===== src/hdl/ssa_pkg.sv =====
/*
 * shared definitions for the slave-side share arbiter: bus widths,
 * the command carrier and the small constants used by the logic.
 * assumes every master and the slave use the same address and data widths.
 */
package ssa_pkg;

   localparam int ADDR_W = 32;
   localparam int DATA_W = 32;
   localparam int BC_W = 5;         // burst count, up to 31 beats
   localparam int SHARE_W = 8;      // share counter width

   localparam logic [BC_W-1:0] BC_ONE = 5'h01;
   localparam logic [BC_W-1:0] BC_ZERO = 5'h00;
   localparam logic [SHARE_W-1:0] SHARE_ONE = 8'h01;
   localparam logic [SHARE_W-1:0] SHARE_ZERO = 8'h00;

   // one transfer request as seen on a master or the slave port
   typedef struct packed {
      logic read;
      logic write;
      logic [ADDR_W-1:0] address;
      logic [DATA_W-1:0] writedata;
      logic [BC_W-1:0] burstcount;
   } ssa_cmd_type;

endpackage


===== src/hdl/ssa_arbiter.sv =====
/*
 * slave-side share arbiter: one arbiter in front of one shared slave port,
 * fed by N_MASTERS master ports. picks a master by round-robin with share
 * counts, stalls losers through their wait-request, muxes the winner onto
 * the slave and holds the grant for the length of a burst, splitting long
 * master bursts into slave-sized bursts.
 * assumes: one clock, synchronous active-low reset, masters on the same
 * clock; the slave accepts a beat in the cycle its wait-request is low and
 * returns read data in that same cycle.
 */
// Contract
// - stall master only on same-slave contention
// - other slaves reached without this arbiter
// - mux granted master's signals to slave
// - decode each master's request every cycle
// - no requester means nobody connected
// - winner proceeds, other requesters see wait
// - each share allows one transfer
// - back-to-back transfers up to share count
// - dropped request forfeits remaining shares
// - regained grant gets full shares
// - turns handed out round-robin
// - round-robin skips idle masters
// - burst locks slave to its master
// - share is max of minimum and configured
// - burst slaves ignore minimum share
// - per-port burst limits, long bursts handled
// - long burst split into maximum-length slave bursts
// - non-burst slave gets one transfer per beat
// - lock held until whole master burst ends
`timescale 1ns/1ps

module ssa_arbiter #(
   parameter int N_MASTERS = 2,
   // one share count per master, master 0 in the low byte
   parameter logic [N_MASTERS*ssa_pkg::SHARE_W-1:0] SHARES = {8'h04, 8'h03},
   // minimum share declared by the slave; 1 means no minimum
   parameter logic [ssa_pkg::SHARE_W-1:0] MIN_SHARE = 8'h01,
   // longest slave burst; 1 means the slave has no burst support
   parameter logic [ssa_pkg::BC_W-1:0] SLV_MAX_BURST = 5'h08,
   // address window of this slave
   parameter logic [ssa_pkg::ADDR_W-1:0] SLV_BASE = 32'h00000000,
   parameter logic [ssa_pkg::ADDR_W-1:0] SLV_MASK = 32'h00000000
) (
   input wire logic clk,
   input wire logic rst_b,
   input ssa_pkg::ssa_cmd_type m_cmd [N_MASTERS],
   output logic [N_MASTERS-1:0] m_waitrequest,
   output logic [N_MASTERS-1:0] m_readvalid,
   output logic [ssa_pkg::DATA_W-1:0] m_readdata,
   output ssa_pkg::ssa_cmd_type s_cmd,
   input wire logic s_waitrequest,
   input wire logic [ssa_pkg::DATA_W-1:0] s_readdata,
   output logic grant_valid,
   output logic [$clog2(N_MASTERS > 1 ? N_MASTERS : 2)-1:0] grant_index,
   output logic burst_locked
);

   localparam int IDX_W = $clog2(N_MASTERS > 1 ? N_MASTERS : 2);
   localparam logic [IDX_W-1:0] IDX_ZERO = '0;
   localparam logic [IDX_W-1:0] IDX_LAST = IDX_W'(N_MASTERS - 1);
   // burst-capable slaves let the burst length govern, not the minimum
   localparam bit SLV_BURSTS = (SLV_MAX_BURST > ssa_pkg::BC_ONE);

   logic [N_MASTERS-1:0] req;
   logic [ssa_pkg::SHARE_W-1:0] eff_share [N_MASTERS];

   logic cur_valid;
   logic [IDX_W-1:0] cur;
   logic [IDX_W-1:0] rr_ptr;
   logic [ssa_pkg::SHARE_W-1:0] share_left;
   logic locked;
   logic [ssa_pkg::BC_W-1:0] burst_left;
   logic [ssa_pkg::BC_W-1:0] sub_left;
   logic [ssa_pkg::BC_W-1:0] sub_len;

   logic keep;
   logic found;
   logic [IDX_W-1:0] pick;
   logic gnt_valid;
   logic [IDX_W-1:0] gnt_idx;
   logic new_turn;
   logic xfer;
   logic [ssa_pkg::BC_W-1:0] total;
   logic [ssa_pkg::BC_W-1:0] sub_burst;
   logic new_sub;
   logic [ssa_pkg::SHARE_W-1:0] share_base;

   // per-master request decode and effective share
   genvar gi;
   generate
      for (gi = 0; gi < N_MASTERS; gi++) begin : g_master
         logic [ssa_pkg::SHARE_W-1:0] cfg;
         // a zero share would starve the master, so it counts as one
         assign cfg = (SHARES[gi*ssa_pkg::SHARE_W +: ssa_pkg::SHARE_W] == ssa_pkg::SHARE_ZERO)
                      ? ssa_pkg::SHARE_ONE
                      : SHARES[gi*ssa_pkg::SHARE_W +: ssa_pkg::SHARE_W];
         assign eff_share[gi] = (!SLV_BURSTS && (MIN_SHARE > cfg)) ? MIN_SHARE
                                : cfg;
         // a master asks for this slave only when its address hits our window
         assign req[gi] = (m_cmd[gi].read || m_cmd[gi].write)
                          && ((m_cmd[gi].address & SLV_MASK) == SLV_BASE);
         // losers stall; masters aimed elsewhere never see a wait from here
         assign m_waitrequest[gi] = req[gi]
                                    && !(gnt_valid && (gnt_idx == IDX_W'(gi)) && !s_waitrequest);
      end
   endgenerate

   // round-robin search from the pointer, idle masters passed over
   always_comb begin
      logic [IDX_W-1:0] idx;
      idx = rr_ptr;
      found = 1'b0;
      pick = IDX_ZERO;
      for (int k = 0; k < N_MASTERS; k++) begin
         if (!found && req[idx]) begin
            found = 1'b1;
            pick = idx;
         end
         idx = (idx == IDX_LAST) ? IDX_ZERO : idx + 1'b1;
      end
   end

   // the holder keeps the slave while locked, or while it asks and has shares
   assign keep = cur_valid && (locked || (req[cur] && (share_left != ssa_pkg::SHARE_ZERO)));
   // a gap in the holder's request drops it straight to the search unless locked; a locked holder's gap grants nobody
   assign gnt_valid = keep ? req[cur] : found;
   assign gnt_idx = keep ? cur : pick;
   assign new_turn = !keep && found;
   assign xfer = gnt_valid && !s_waitrequest;
   assign share_base = new_turn ? eff_share[pick] : share_left;

   // beats still owed by the master burst; zero count is taken as one beat
   assign total = locked ? burst_left
                  : ((m_cmd[gnt_idx].burstcount == ssa_pkg::BC_ZERO) ? ssa_pkg::BC_ONE
                     : m_cmd[gnt_idx].burstcount);
   assign new_sub = (sub_left == ssa_pkg::BC_ZERO);
   // slave bursts never exceed the slave limit; non-burst slaves get single beats
   assign sub_burst = (total > SLV_MAX_BURST) ? SLV_MAX_BURST : total;

   // slave side mux: nothing is driven toward the slave without a grant
   always_comb begin
      s_cmd = '0;
      if (gnt_valid) begin
         s_cmd = m_cmd[gnt_idx];
         s_cmd.burstcount = new_sub ? sub_burst : sub_len;
      end
   end

   // grant owner, round-robin pointer and share counter
   always_ff @(posedge clk) begin
      if (!rst_b) begin
         cur_valid <= 1'b0;
         cur <= IDX_ZERO;
         rr_ptr <= IDX_ZERO;
         share_left <= eff_share[0];
      end else if (locked) begin
         cur_valid <= 1'b1; // burst beats do not spend shares
      end else if (gnt_valid) begin
         cur_valid <= 1'b1;
         cur <= gnt_idx;
         if (new_turn) begin
            rr_ptr <= (pick == IDX_LAST) ? IDX_ZERO : pick + 1'b1;
         end
         share_left <= xfer ? share_base - 1'b1 : share_base;
      end else begin
         cur_valid <= 1'b0; // released, so a return starts a fresh turn
      end
   end

   // burst tracking: lock for the whole master burst, split into slave bursts
   always_ff @(posedge clk) begin
      if (!rst_b) begin
         locked <= 1'b0;
         burst_left <= ssa_pkg::BC_ZERO;
         sub_left <= ssa_pkg::BC_ZERO;
         sub_len <= ssa_pkg::BC_ONE;
      end else if (xfer) begin
         burst_left <= total - 1'b1;
         locked <= (total != ssa_pkg::BC_ONE);
         if (new_sub) begin
            sub_left <= sub_burst - 1'b1;
            sub_len <= sub_burst;
         end else begin
            sub_left <= sub_left - 1'b1;
         end
      end
   end

   // read data returned from flops, flagged to the master that asked
   always_ff @(posedge clk) begin
      if (!rst_b) begin
         m_readvalid <= '0;
         m_readdata <= '0;
      end else begin
         for (int i = 0; i < N_MASTERS; i++) begin
            m_readvalid[i] <= xfer && (gnt_idx == IDX_W'(i)) && m_cmd[i].read;
         end
         if (xfer && s_cmd.read) begin
            m_readdata <= s_readdata;
         end
      end
   end

   // status view of the arbiter for software or debug
   assign grant_valid = gnt_valid;
   assign grant_index = gnt_idx;
   assign burst_locked = locked;

endmodule


===== config.mk =====
export PLATFORM = sky130hd
export DESIGN_NAME = ssa_arbiter
export DESIGN_NICKNAME = d
export VERILOG_FILES = /design/src/hdl/ssa_pkg.sv /design/src/hdl/ssa_arbiter.sv
export SDC_FILE = /design/constraint.sdc
export NUM_CORES = 1
export LEC_CHECK = 0
export ABC_AREA = 1
export BUFFER_PORTS_ARGS = -buffer_cell sky130_fd_sc_hd__buf_2
export CELL_PAD_IN_SITES_DETAIL_PLACEMENT = 0
export CELL_PAD_IN_SITES_GLOBAL_PLACEMENT = 1
export CORE_AREA = 2 2 177 92
export DETAILED_ROUTE_END_ITERATION = 16
export DIE_AREA = 0 0 179 94
export GPL_TIMING_DRIVEN = 0
export PLACE_DENSITY = 0.8
export SYNTH_ARGS = -nofsm -noshare
export SYNTH_HDL_FRONTEND = slang
export SYNTH_SLANG_ARGS = --single-unit

===== constraint.sdc =====
create_clock -name clk -period 3.2 [get_ports clk]
set_input_delay 0.64 -clock clk [delete_from_list [all_inputs] [get_ports clk]]
set_output_delay 0.64 -clock clk [all_outputs]
set_load 0.005 [all_outputs]

## Word level (Yosys, flattened, before mapping)

Cells that the tools add are included.

| operators by class | value |
|---|---|
| equal/unequal tests | 1 |
| multiplexer cells | 30 |
| add/sub/neg operators | 6 |
| bitwise operators | 4 |
| reduce and logical (&&, ||, !) cells | 29 |
| order comparisons | 6 |

Operators by type and width:

| cell | number |
|---|---|
| 2-to-1 mux 71 bit | 4 |
| 2-to-1 mux 8 bit | 4 |
| 2-to-1 mux 5 bit | 5 |
| logical AND 1 bit | 16 |
| 2-to-1 mux 1 bit | 16 |
| subtractor 5 x 1 -> 5 bit, second input constant | 3 |
| logical NOT 5 bit | 2 |
| nonzero test 8 bit | 1 |
| subtractor 8 x 1 -> 8 bit, second input constant | 1 |
| < comparator 1 x 2 -> 1 bit, second input constant | 3 |
| > comparator 5 x 4 -> 1 bit, second input constant | 1 |
| logical NOT 1 bit | 5 |
| inequality test 5 x 1 -> 1 bit, second input constant | 1 |
| >= comparator 2 bit, second input constant | 2 |
| inverter 1 -> 2 bit | 2 |
| logical OR 1 bit | 3 |
| 2-to-1 mux 3 bit | 1 |
| AND reduction 3 bit | 1 |
| adder 1 bit, second input constant | 2 |
| inverter 1 bit | 2 |
| AND reduction 2 bit | 1 |

| word-level totals | value |
|---|---|
| register bits | 61 |
| input bits | 177 |
| output and inout port bits | 110 |

## Logic depth before layout (Yosys ltp)

Gate-level depths: netlist of run 1.

| logic depth | value |
|---|---|
| depth after elaboration | 20 |
| mapped depth | 27 |

## Least setup slack after synthesis of run 1

OpenSTA, ideal clock, no wires.

| timing path | value |
|---|---|
| path kind | input to output |
| from | input m_cmd[141] (netlist bit) |
| to | output s_cmd[0] (netlist bit) |
| arrival | 2.412 ns |
| path slack | 0.148 ns |
| cell stages on the path | 22 |
| path through | inv_2 > nand2_4 > nand2_2 > nand2_4 > nand2_2 > nand2_2 > nand2_4 > nand2_4 > nand2_4 > inv_2 > nand2_1 > nand2_1 > nor2_1 > nand2_1 > nand2_2 > ha_1 > nand3_1 > nand2_1 > nand2_1 > o21ai_1 > inv_1 > nor2_1 |

RTL lines:

| item | RTL line | text |
|---|---|---|
| from (decl) | ssa_arbiter.sv:47 | `input ssa_pkg::ssa_cmd_type m_cmd [N_MASTERS],` |
| to (decl) | ssa_arbiter.sv:51 | `output ssa_pkg::ssa_cmd_type s_cmd,` |

==> results of run 1 <==
[report_power, final]
group | switching, mW | total (mW) | leakage (nW) | internal (mW)
Sequential | 0.0600 | 0.930 | 0.504 | 0.870
Clock | 0.371 | 1.06 | 0.152 | 0.685
Combinational | 0.997 | 1.75 | 2.74 | 0.756
Total | 1.43 | 3.74 | 3.40 | 2.31
[layout by cell type (no fill, tap or decap), types with 3 or more instances in the layout]
cell type,instances
dfxtp_1,56
buf_2,297
clkbuf_1,6
nand2_2,12
nand3_4,3
dfxtp_2,5
inv_2,13
o21ai_1,11
nand3_1,13
clkbuf_2,8
inv_1,35
a21oi_1,81
inv_4,6
nor3_1,7
o21ai_4,3
o211ai_1,4
buf_6,4
buf_4,28
inv_6,3
nand2_4,13
nand2_1,173
nor2_1,90
o21ai_2,3
o21ai_0,48
ha_1,3
clkbuf_16,9
[worst min-delay path: cells and delay by family (launching register included)]
| family | cells | cell delay, ns |
|---|---|---|
| buffers and inverters | 1 | 0.07 |
| AO/OA/AOI/OAI | 1 | 0.06 |
| flip-flops | 1 | 0.29 |
[stage by stage]
stage | util | cells | hold WS, ns | TNS, ns | setup slack, ns
floorplan | - | 638 | 0.432 | 0 | 0.148
global placement | 0.368 | 1128 | 0.445 | -4.21 | -0.394
detailed placement | 0.368 | 1128 | 0.452 | -5.14 | -0.412
CTS | 0.406 | 1163 | 0.476 | 0 | 0.00121
global route | 0.416 | 1169 | 0.502 | -1.18 | -0.265
finish | 0.417 | 1171 | 0.478 | -0.0527 | -0.0461
[worst min-delay path by stage]
| stage | startpoint | end | slack, ns |
|---|---|---|---|
| 3_5_place_dp | burst_left[1] | burst_left[1] | 0.45 |
| 4_1_cts | burst_left[1] | burst_left[1] | 0.48 |
| 3_3_place_gp | burst_left[1] | burst_left[1] | 0.45 |
| 6_report | burst_left[1] | burst_left[1] | 0.48 |
| 2_1_floorplan | burst_left[1] | burst_left[1] | 0.43 |
| 5_1_grt | m_readdata[1] | m_readdata[1] | 0.50 |
[what timing repair did]
| item | in CTS | in global routing |
|---|---|---|
| gates resized for setup | 35 | 54 |
| pin swaps | 11 | 13 |
| buffers inserted | 19 | 6 |
| endpoints found under the setup margin | 35 | 59 |
[area by class of cell]
cell class | count | area [um2] | share of cell area
inverter | 56 | 230 | 0.0364
antenna | 2 | 5.00 | 0.000791
buffer | 35 | 215 | 0.0340
tap | 204 | 255 | 0.0404
clock inverter | 7 | 97.6 | 0.0154
multi-input combinational | 486 | 2450 | 0.387
sequential | 61 | 1230 | 0.194
timing repair buffer | 311 | 1620 | 0.256
clock buffer | 9 | 225 | 0.0356
[cells by family (layout without fill, tap and decap cells)]
kind of cell / count (synthesis) / in the layout / share of synthesized area
AND/OR/NAND/NOR: 323 / 323 / 0.352
XOR/XNOR: 2 / 2 / 0.00450
buffers and inverters: 91 / 418 / 0.102
AO/OA/AOI/OAI: 157 / 157 / 0.215
adder cells (fa/ha/maj): 4 / 4 / 0.0128
flip-flops: 61 / 61 / 0.314
other: 0 / 2 / 0
[sequential cells by signal, indices dropped and copies added (netlist names), 2 cells and up]
register	cells
m_readdata	32
share_left	8
burst_left	5
sub_left	5
sub_len	5
m_readvalid	2
[layer usage]
metal / GRT usage / wire, um
met1: 0.220 / 6950
met2: 0.316 / 7560
met3: 0.0453 / 1170
met4: 0.0535 / 263
met5: 0 / 13
==> results.md, run 1 <==
- Post-synth top area share: 0.314
- Final Hold Fails: 0
- CP bufs+invs: 5
- IO Port Bufs: ~290
- Static Leak: 3.40 nW
- Worst Path Arrival: 2.61 ns
- CP Cell Sequence: buf_2 -> inv_2 -> nand2_4 -> nand2_4 -> nand2_4 -> nand2_4 -> nand2_4 -> nand2_4 -> nand2_8 -> nand2_8 -> inv_4 -> nand2_2 -> nand2_1 -> nor2_1 -> nand2_1 -> nand2_2 -> ha_4 -> nand3_4 -> nand2_4 -> nand2_4 -> o21ai_2 -> inv_1 -> nor2_1 -> buf_2
- DP HPWL: 12400 um
- Routed vias: 5226
- Maximum clock rate: 308 MHz
- Main synth FF type: dfxtp_1
- Yosys reg bits: 61
- Initial core utilization: 0.257
- VDD IR max: 0.000305 V
- Fillers: 1654
- Sink Count: 61
- Width of the die: 179 um
- Worst slew pin tran: 0.620 ns
- Mapped Cells: between 600 and 700
- Antenna-violating nets left: 0
- Syn avg cell area: ~6 um2
- Synth warn: 0
- Post-route setup slack: -0.0461 ns
- Vias in the first global route: 4805
- Reg2Reg Setup Slack: 0.04 ns
- CTS H-tree depth: 3
- PwrDens: 591 nW/um2
- Overall die height: 94 um
- Final Critical Period: between 3 and 4 ns
- Slowest stage cell, crit path: ha_4
- CTS tree: done
- Number of antenna violations at the first check in global routing: 3
- Drt drc: 0
- Initial drt markers: 172
- Setup CP Type: in2out
- Area after DPL: 5580 um2
- Top cells by count, synth: nand2_1 (184), nor2_1 (90), a21oi_1 (81)
- GRT Total Usage: 0.181
- Routed WL per cell: 13.6 um
- Fin area: ~6300 um2
- Critical Path Most Common Cell: nand2_4
- Vias per cell: roughly 4.5
- Final WL: roughly 16000 um
- Crit path capture type: primary output
- Top cells by area, synth: dfxtp_1 (31%), nand2_1 (18%), a21oi_1 (10%)
- Worst-path clk slew: around 0.05 ns
- Die area: 16800 um2
- Largest area contributor in the netlist: dfxtp_1
- Clock Latency Late Sink: 0.33 ns
- Layout cells sized above 1: 0.441
- Crit Reg-Reg Endpoint: sub_len[0]
- Hold/Removal Path Class: reg2reg
- CTS Buf Count: 9
- Unique masters post-synth: 37
- Post-synth ARST share: 0
- Syn_nets: 819
- Core area: ~15000 um2
- WP data required: roughly 2.6 ns
- Rel. slew slack: 0.586
- Worst path depth: 24
- Crit path max-delay family: simple AND/OR/NAND/NOR gates
- Global-route wire length before repair: approximately 24000 um
- Final setup viols: 2
- Mapped cell area: 3890 um2
- RSZ-0062 raised after global routing: true
- Fin nets: 1141
- Reg2reg path depth: 29
- Hold buffer count at cts: 0
- Count leader, synth: nand2_1
- Clock Path Buffers: 2
- Failing checks: negative setup slack
- Fin Clk Skew: 0.00623 ns
- Power consumption: 3.74 mW
- Clock root buffer master: clkbuf_16
- Startpoint Class: input pin
- Origin of the worst setup path: m_cmd[140]
- CP max stage delay: approximately 0.16 ns
- IO Pins: 287
- Crit path to: s_cmd[0]
- Status: finished, violations left
- # Max-Cap Violations: 0
- Drt pass-1 iters: 5
- WHS Path Cells: 2
- Largest net degree at the start of global routing: 13
- Grt total ovfl: 0
- Reg-to-Reg Start: cur
- Row count: 32
- Seq/Total Area, Yosys: 0.314
- Final Max Slew Viols: 0
- RePlAce Congestion: 0.912
- Synthesis-to-finish area growth: 62.4%
- Post-synth EDFFs: 0
- CP Max Fanout: 6
- Final period utilization: 1.01
Power figures use the tool's default switching activity.
==> run 2: changes to the inputs <==
ABC_AREA = default   (was 1)
CORE_AREA = 2 2 176 92   (was 2 2 177 92)
DIE_AREA = 0 0 178 94   (was 0 0 179 94)
PLACE_DENSITY = 0.79   (was 0.8)
clock period = 3.05 ns   (was 3.2 ns; I/O delays follow)
==> run 2 against run 1 <==
Net effect: the run still ends with negative setup slack left; setup slack got worse by 0.58 ns; cell area increased by 17%; non-clock buffer count increased by 27; hold slack got worse by 0.029 ns; clock-buffer cell count increased by 2; power increased by 4.6%; first-iteration DRC count increased by 100%; die area decreased by 0.56%; combinational power increased by 8%.
==> results.md, run 2 <==
- Setup CP Type: reg2out
- Antenna-violating nets left: 0
- Sequential power share: 0.235
- Vias in the first global route: between 4k and 5k
- Die area: 16700 um2
- VDD IR max: around 0.00028 V
- Yosys reg bits: 61
- Comb power frac: 0.483
- WP data required: 2.44 ns
- IO Pins: 287
- PwrDens: 528 nW/um2
- Final Max Slew Viols: 0
- Seq/Total Area, Yosys: 0.316
- Width of the die: 178 um
- IO Port Bufs: ~290
- Static Leak: 3.59 nW
- Post-synth EDFFs: 0
- Commonest non-fill, non-tap cell in the layout: buf_2
- Place WS: -0.906 ns
- Drt pass-1 iters: 5
- Power consumption: 3.91 mW
- Fillers: about 1.5k
- Fin Clk Skew: 0.00803 ns
- CTS tree: done
- Top cells by area, synth: dfxtp_1 (32%), nand2_1 (22%), a21oi_1 (16%)
- DP HPWL: 14500 um
- Clock Path Buffers: 2
- Worst Path Arrival: slightly above 3 ns
- Syn_nets: 778
- ANT cells: 0
- Switching share of power: 0.365
- Maximum clock rate: 272 MHz
- Sequential standard cell area: 1230 um2
- Overall die height: 94 um
- Post-route setup slack: -0.630 ns
- Initial drt markers: 349
- Top cells by count, synth: nand2_1 (222), a21oi_1 (124), dfxtp_1 (61)
- Final period utilization: 1.21
- Clock root buffer master: clkbuf_16
- Routed vias: 5637
- Net switching power: approximately 1.4 mW
- Layout cells sized above 1: 0.575
- Mapped cell area: 3860 um2
- Synthesis-to-finish area growth: 92.1%
- Hold buffer count at cts: 0
- Count leader, synth: nand2_1
- Startpoint Class: register
- Status: finished, violations left
- WL met2: between 8000 and 9000 um
- Post-synth ARST share: 0
- Metal3 WL: 1770 um
- Mapped Cells: 597
- CTS H-tree depth: 3
- Met1 WL: 9480 um
- Rel. slew slack: 0.383
- RePlAce Congestion: between 0.8 and 0.9
- Fin nets: 1123
- Final setup viols: 77
- Hold/Removal Path Class: reg2reg
- Clock Latency Late Sink: 0.33 ns
- Largest register FFs: 32
- Clock group share of total power: 0.283
- Grt total ovfl: 0
- Core area: 15100 um2
- Most frequent cells in the layout: buf_2 (287), nand2_1 (160), a21oi_1 (63)
- GRT Total Usage: 0.204
- Area of the multi-input gates: about 3300 um2
- Post-synth top area share: 0.316
- Drt drc: 0
- Reg with most FFs: m_readdata
- Final WL: 19900 um
- Syn avg cell area: 6.46 um2
- Row count: 32
- RSZ-0062 raised after global routing: true
- Largest area contributor in the netlist: dfxtp_1
- Failing checks: negative setup slack
- Initial core utilization: 0.256
- Routed WL per cell: 17.3 um
- Worst slew pin tran: 0.926 ns
- # Max-Cap Violations: 0
- Sink Count: 61
- Internal: roughly 2.5 mW
- Vias per cell: 4.90
- CTS Buf Count: 9
- Final Critical Period: approximately 3.7 ns
- Highest Signal Layer: met4
- Largest net degree at the start of global routing: 20
- Unique masters post-synth: slightly below 60
- Worst-path clk slew: ~0.06 ns
- Final Hold Fails: 0
- Number of antenna violations at the first check in global routing: 0
- Largest regs: m_readdata (32), share_left (8)
- CP Max Fanout: 5
- Crit path capture type: primary output
- Global-route wire length before repair: approximately 26000 um
- Synth warn: 0
- Main synth FF type: dfxtp_1
-- run 2: cell types whose count changed after synthesis, sizes merged, moves of 5 or more --
cell,previous run,this run
clkbuf,16,35
a21oi,81,126
o21ai,65,21
nand2,200,222
buf,19,4
nor2,94,30
nand3,18,7
inv,55,8
a31oi,2,7
-- run 2: worst paths after layout --
| check | startpoint | endpoint | slack [ns] | cells after the start |
|---|---|---|---|---|
| min | m_readdata[17] | m_readdata[17] | 0.45 | 2 |
| max reg2reg | share_left[6] | sub_left[4] | -0.56 | 17 |
| min reg2reg | m_readdata[17] | m_readdata[17] | 0.45 | 2 |
| max | cur | s_cmd[0] | -0.63 | 13 |
-- run 2: kinds of logic after synthesis --
group,Yosys count,share of synthesized area
AOI/OAI and AO/OA,185,0.291
xor gates and xnor gates,4,0.00908
adders and majority gates,4,0.0130
buffers and inverters,49,0.0493
DFF,61,0.316
muxes,2,0.00551
and+or+nand+nor,292,0.316
-- run 2: power by group through the flow --
stage | clock network, mW | registers [mW] | logic, mW
6_report | 1.11 | 0.919 | 1.89
5_1_grt | 1.16 | 0.927 | 2.03
4_1_cts | 1.13 | 0.916 | 1.33
3_5_place_dp | 0 | 0.931 | 1.24
3_3_place_gp | 0 | 0.930 | 1.25
2_1_floorplan | 0 | 0.925 | 0.709
-- run 2: worst max-delay path: stages (launching register included) --
cell	delay (ns)
dfxtp_1	0.45
nor3_1	0.13
a21oi_4	0.25
a211oi_4	0.14
or4_4	0.55
a31o_4	0.27
clkinv_4	0.06
ha_4	0.14
and2_4	0.14
a31oi_4	0.04
a21oi_4	0.20
nand2_2	0.09
a21oi_2	0.13
buf_2	0.16
-- run 2: metrics by stage --
stage          std cells  utilization  hold WS [ns]  area [um2]  setup TNS (ns)
6_report            1150        0.491         0.449        7410          -18.31
5_1_grt             1150        0.491         0.472        7410          -32.02
4_1_cts             1116        0.406         0.452        6130          -22.12
3_5_place_dp        1086        0.371         0.444        5600          -50.26
3_3_place_gp        1086        0.371         0.440        5600          -53.91
2_1_floorplan        597            -         0.432        3920          -0.805
-- run 2: layer usage --
| layer | GRT usage | up-vias |
|---|---|---|
| met5 | 0 | - |
| met4 | 0.0294 | 0 |
| met2 | 0.276 | 249 |
| met1 | 0.321 | 2635 |
| met3 | 0.0494 | 15 |
| li1 | - | 2738 |
-- run 2: layout make-up --
type	instances	area share
clock inverters	4	0.00979
flip-flops and latches	61	0.166
well taps	204	0.0344
inverters	10	0.00608
plain buffers	38	0.0380
multi-input cells	487	0.447
repair buffers	335	0.267
clock buffers	11	0.0327
-- run 2: repair_timing --
action,CTS,global route
resized for setup,34,289
gates cloned,0,6
setup buffers,16,30
pin swaps,10,116
endpoints found under the setup margin,109,112
endpoints found under the hold margin,0,0
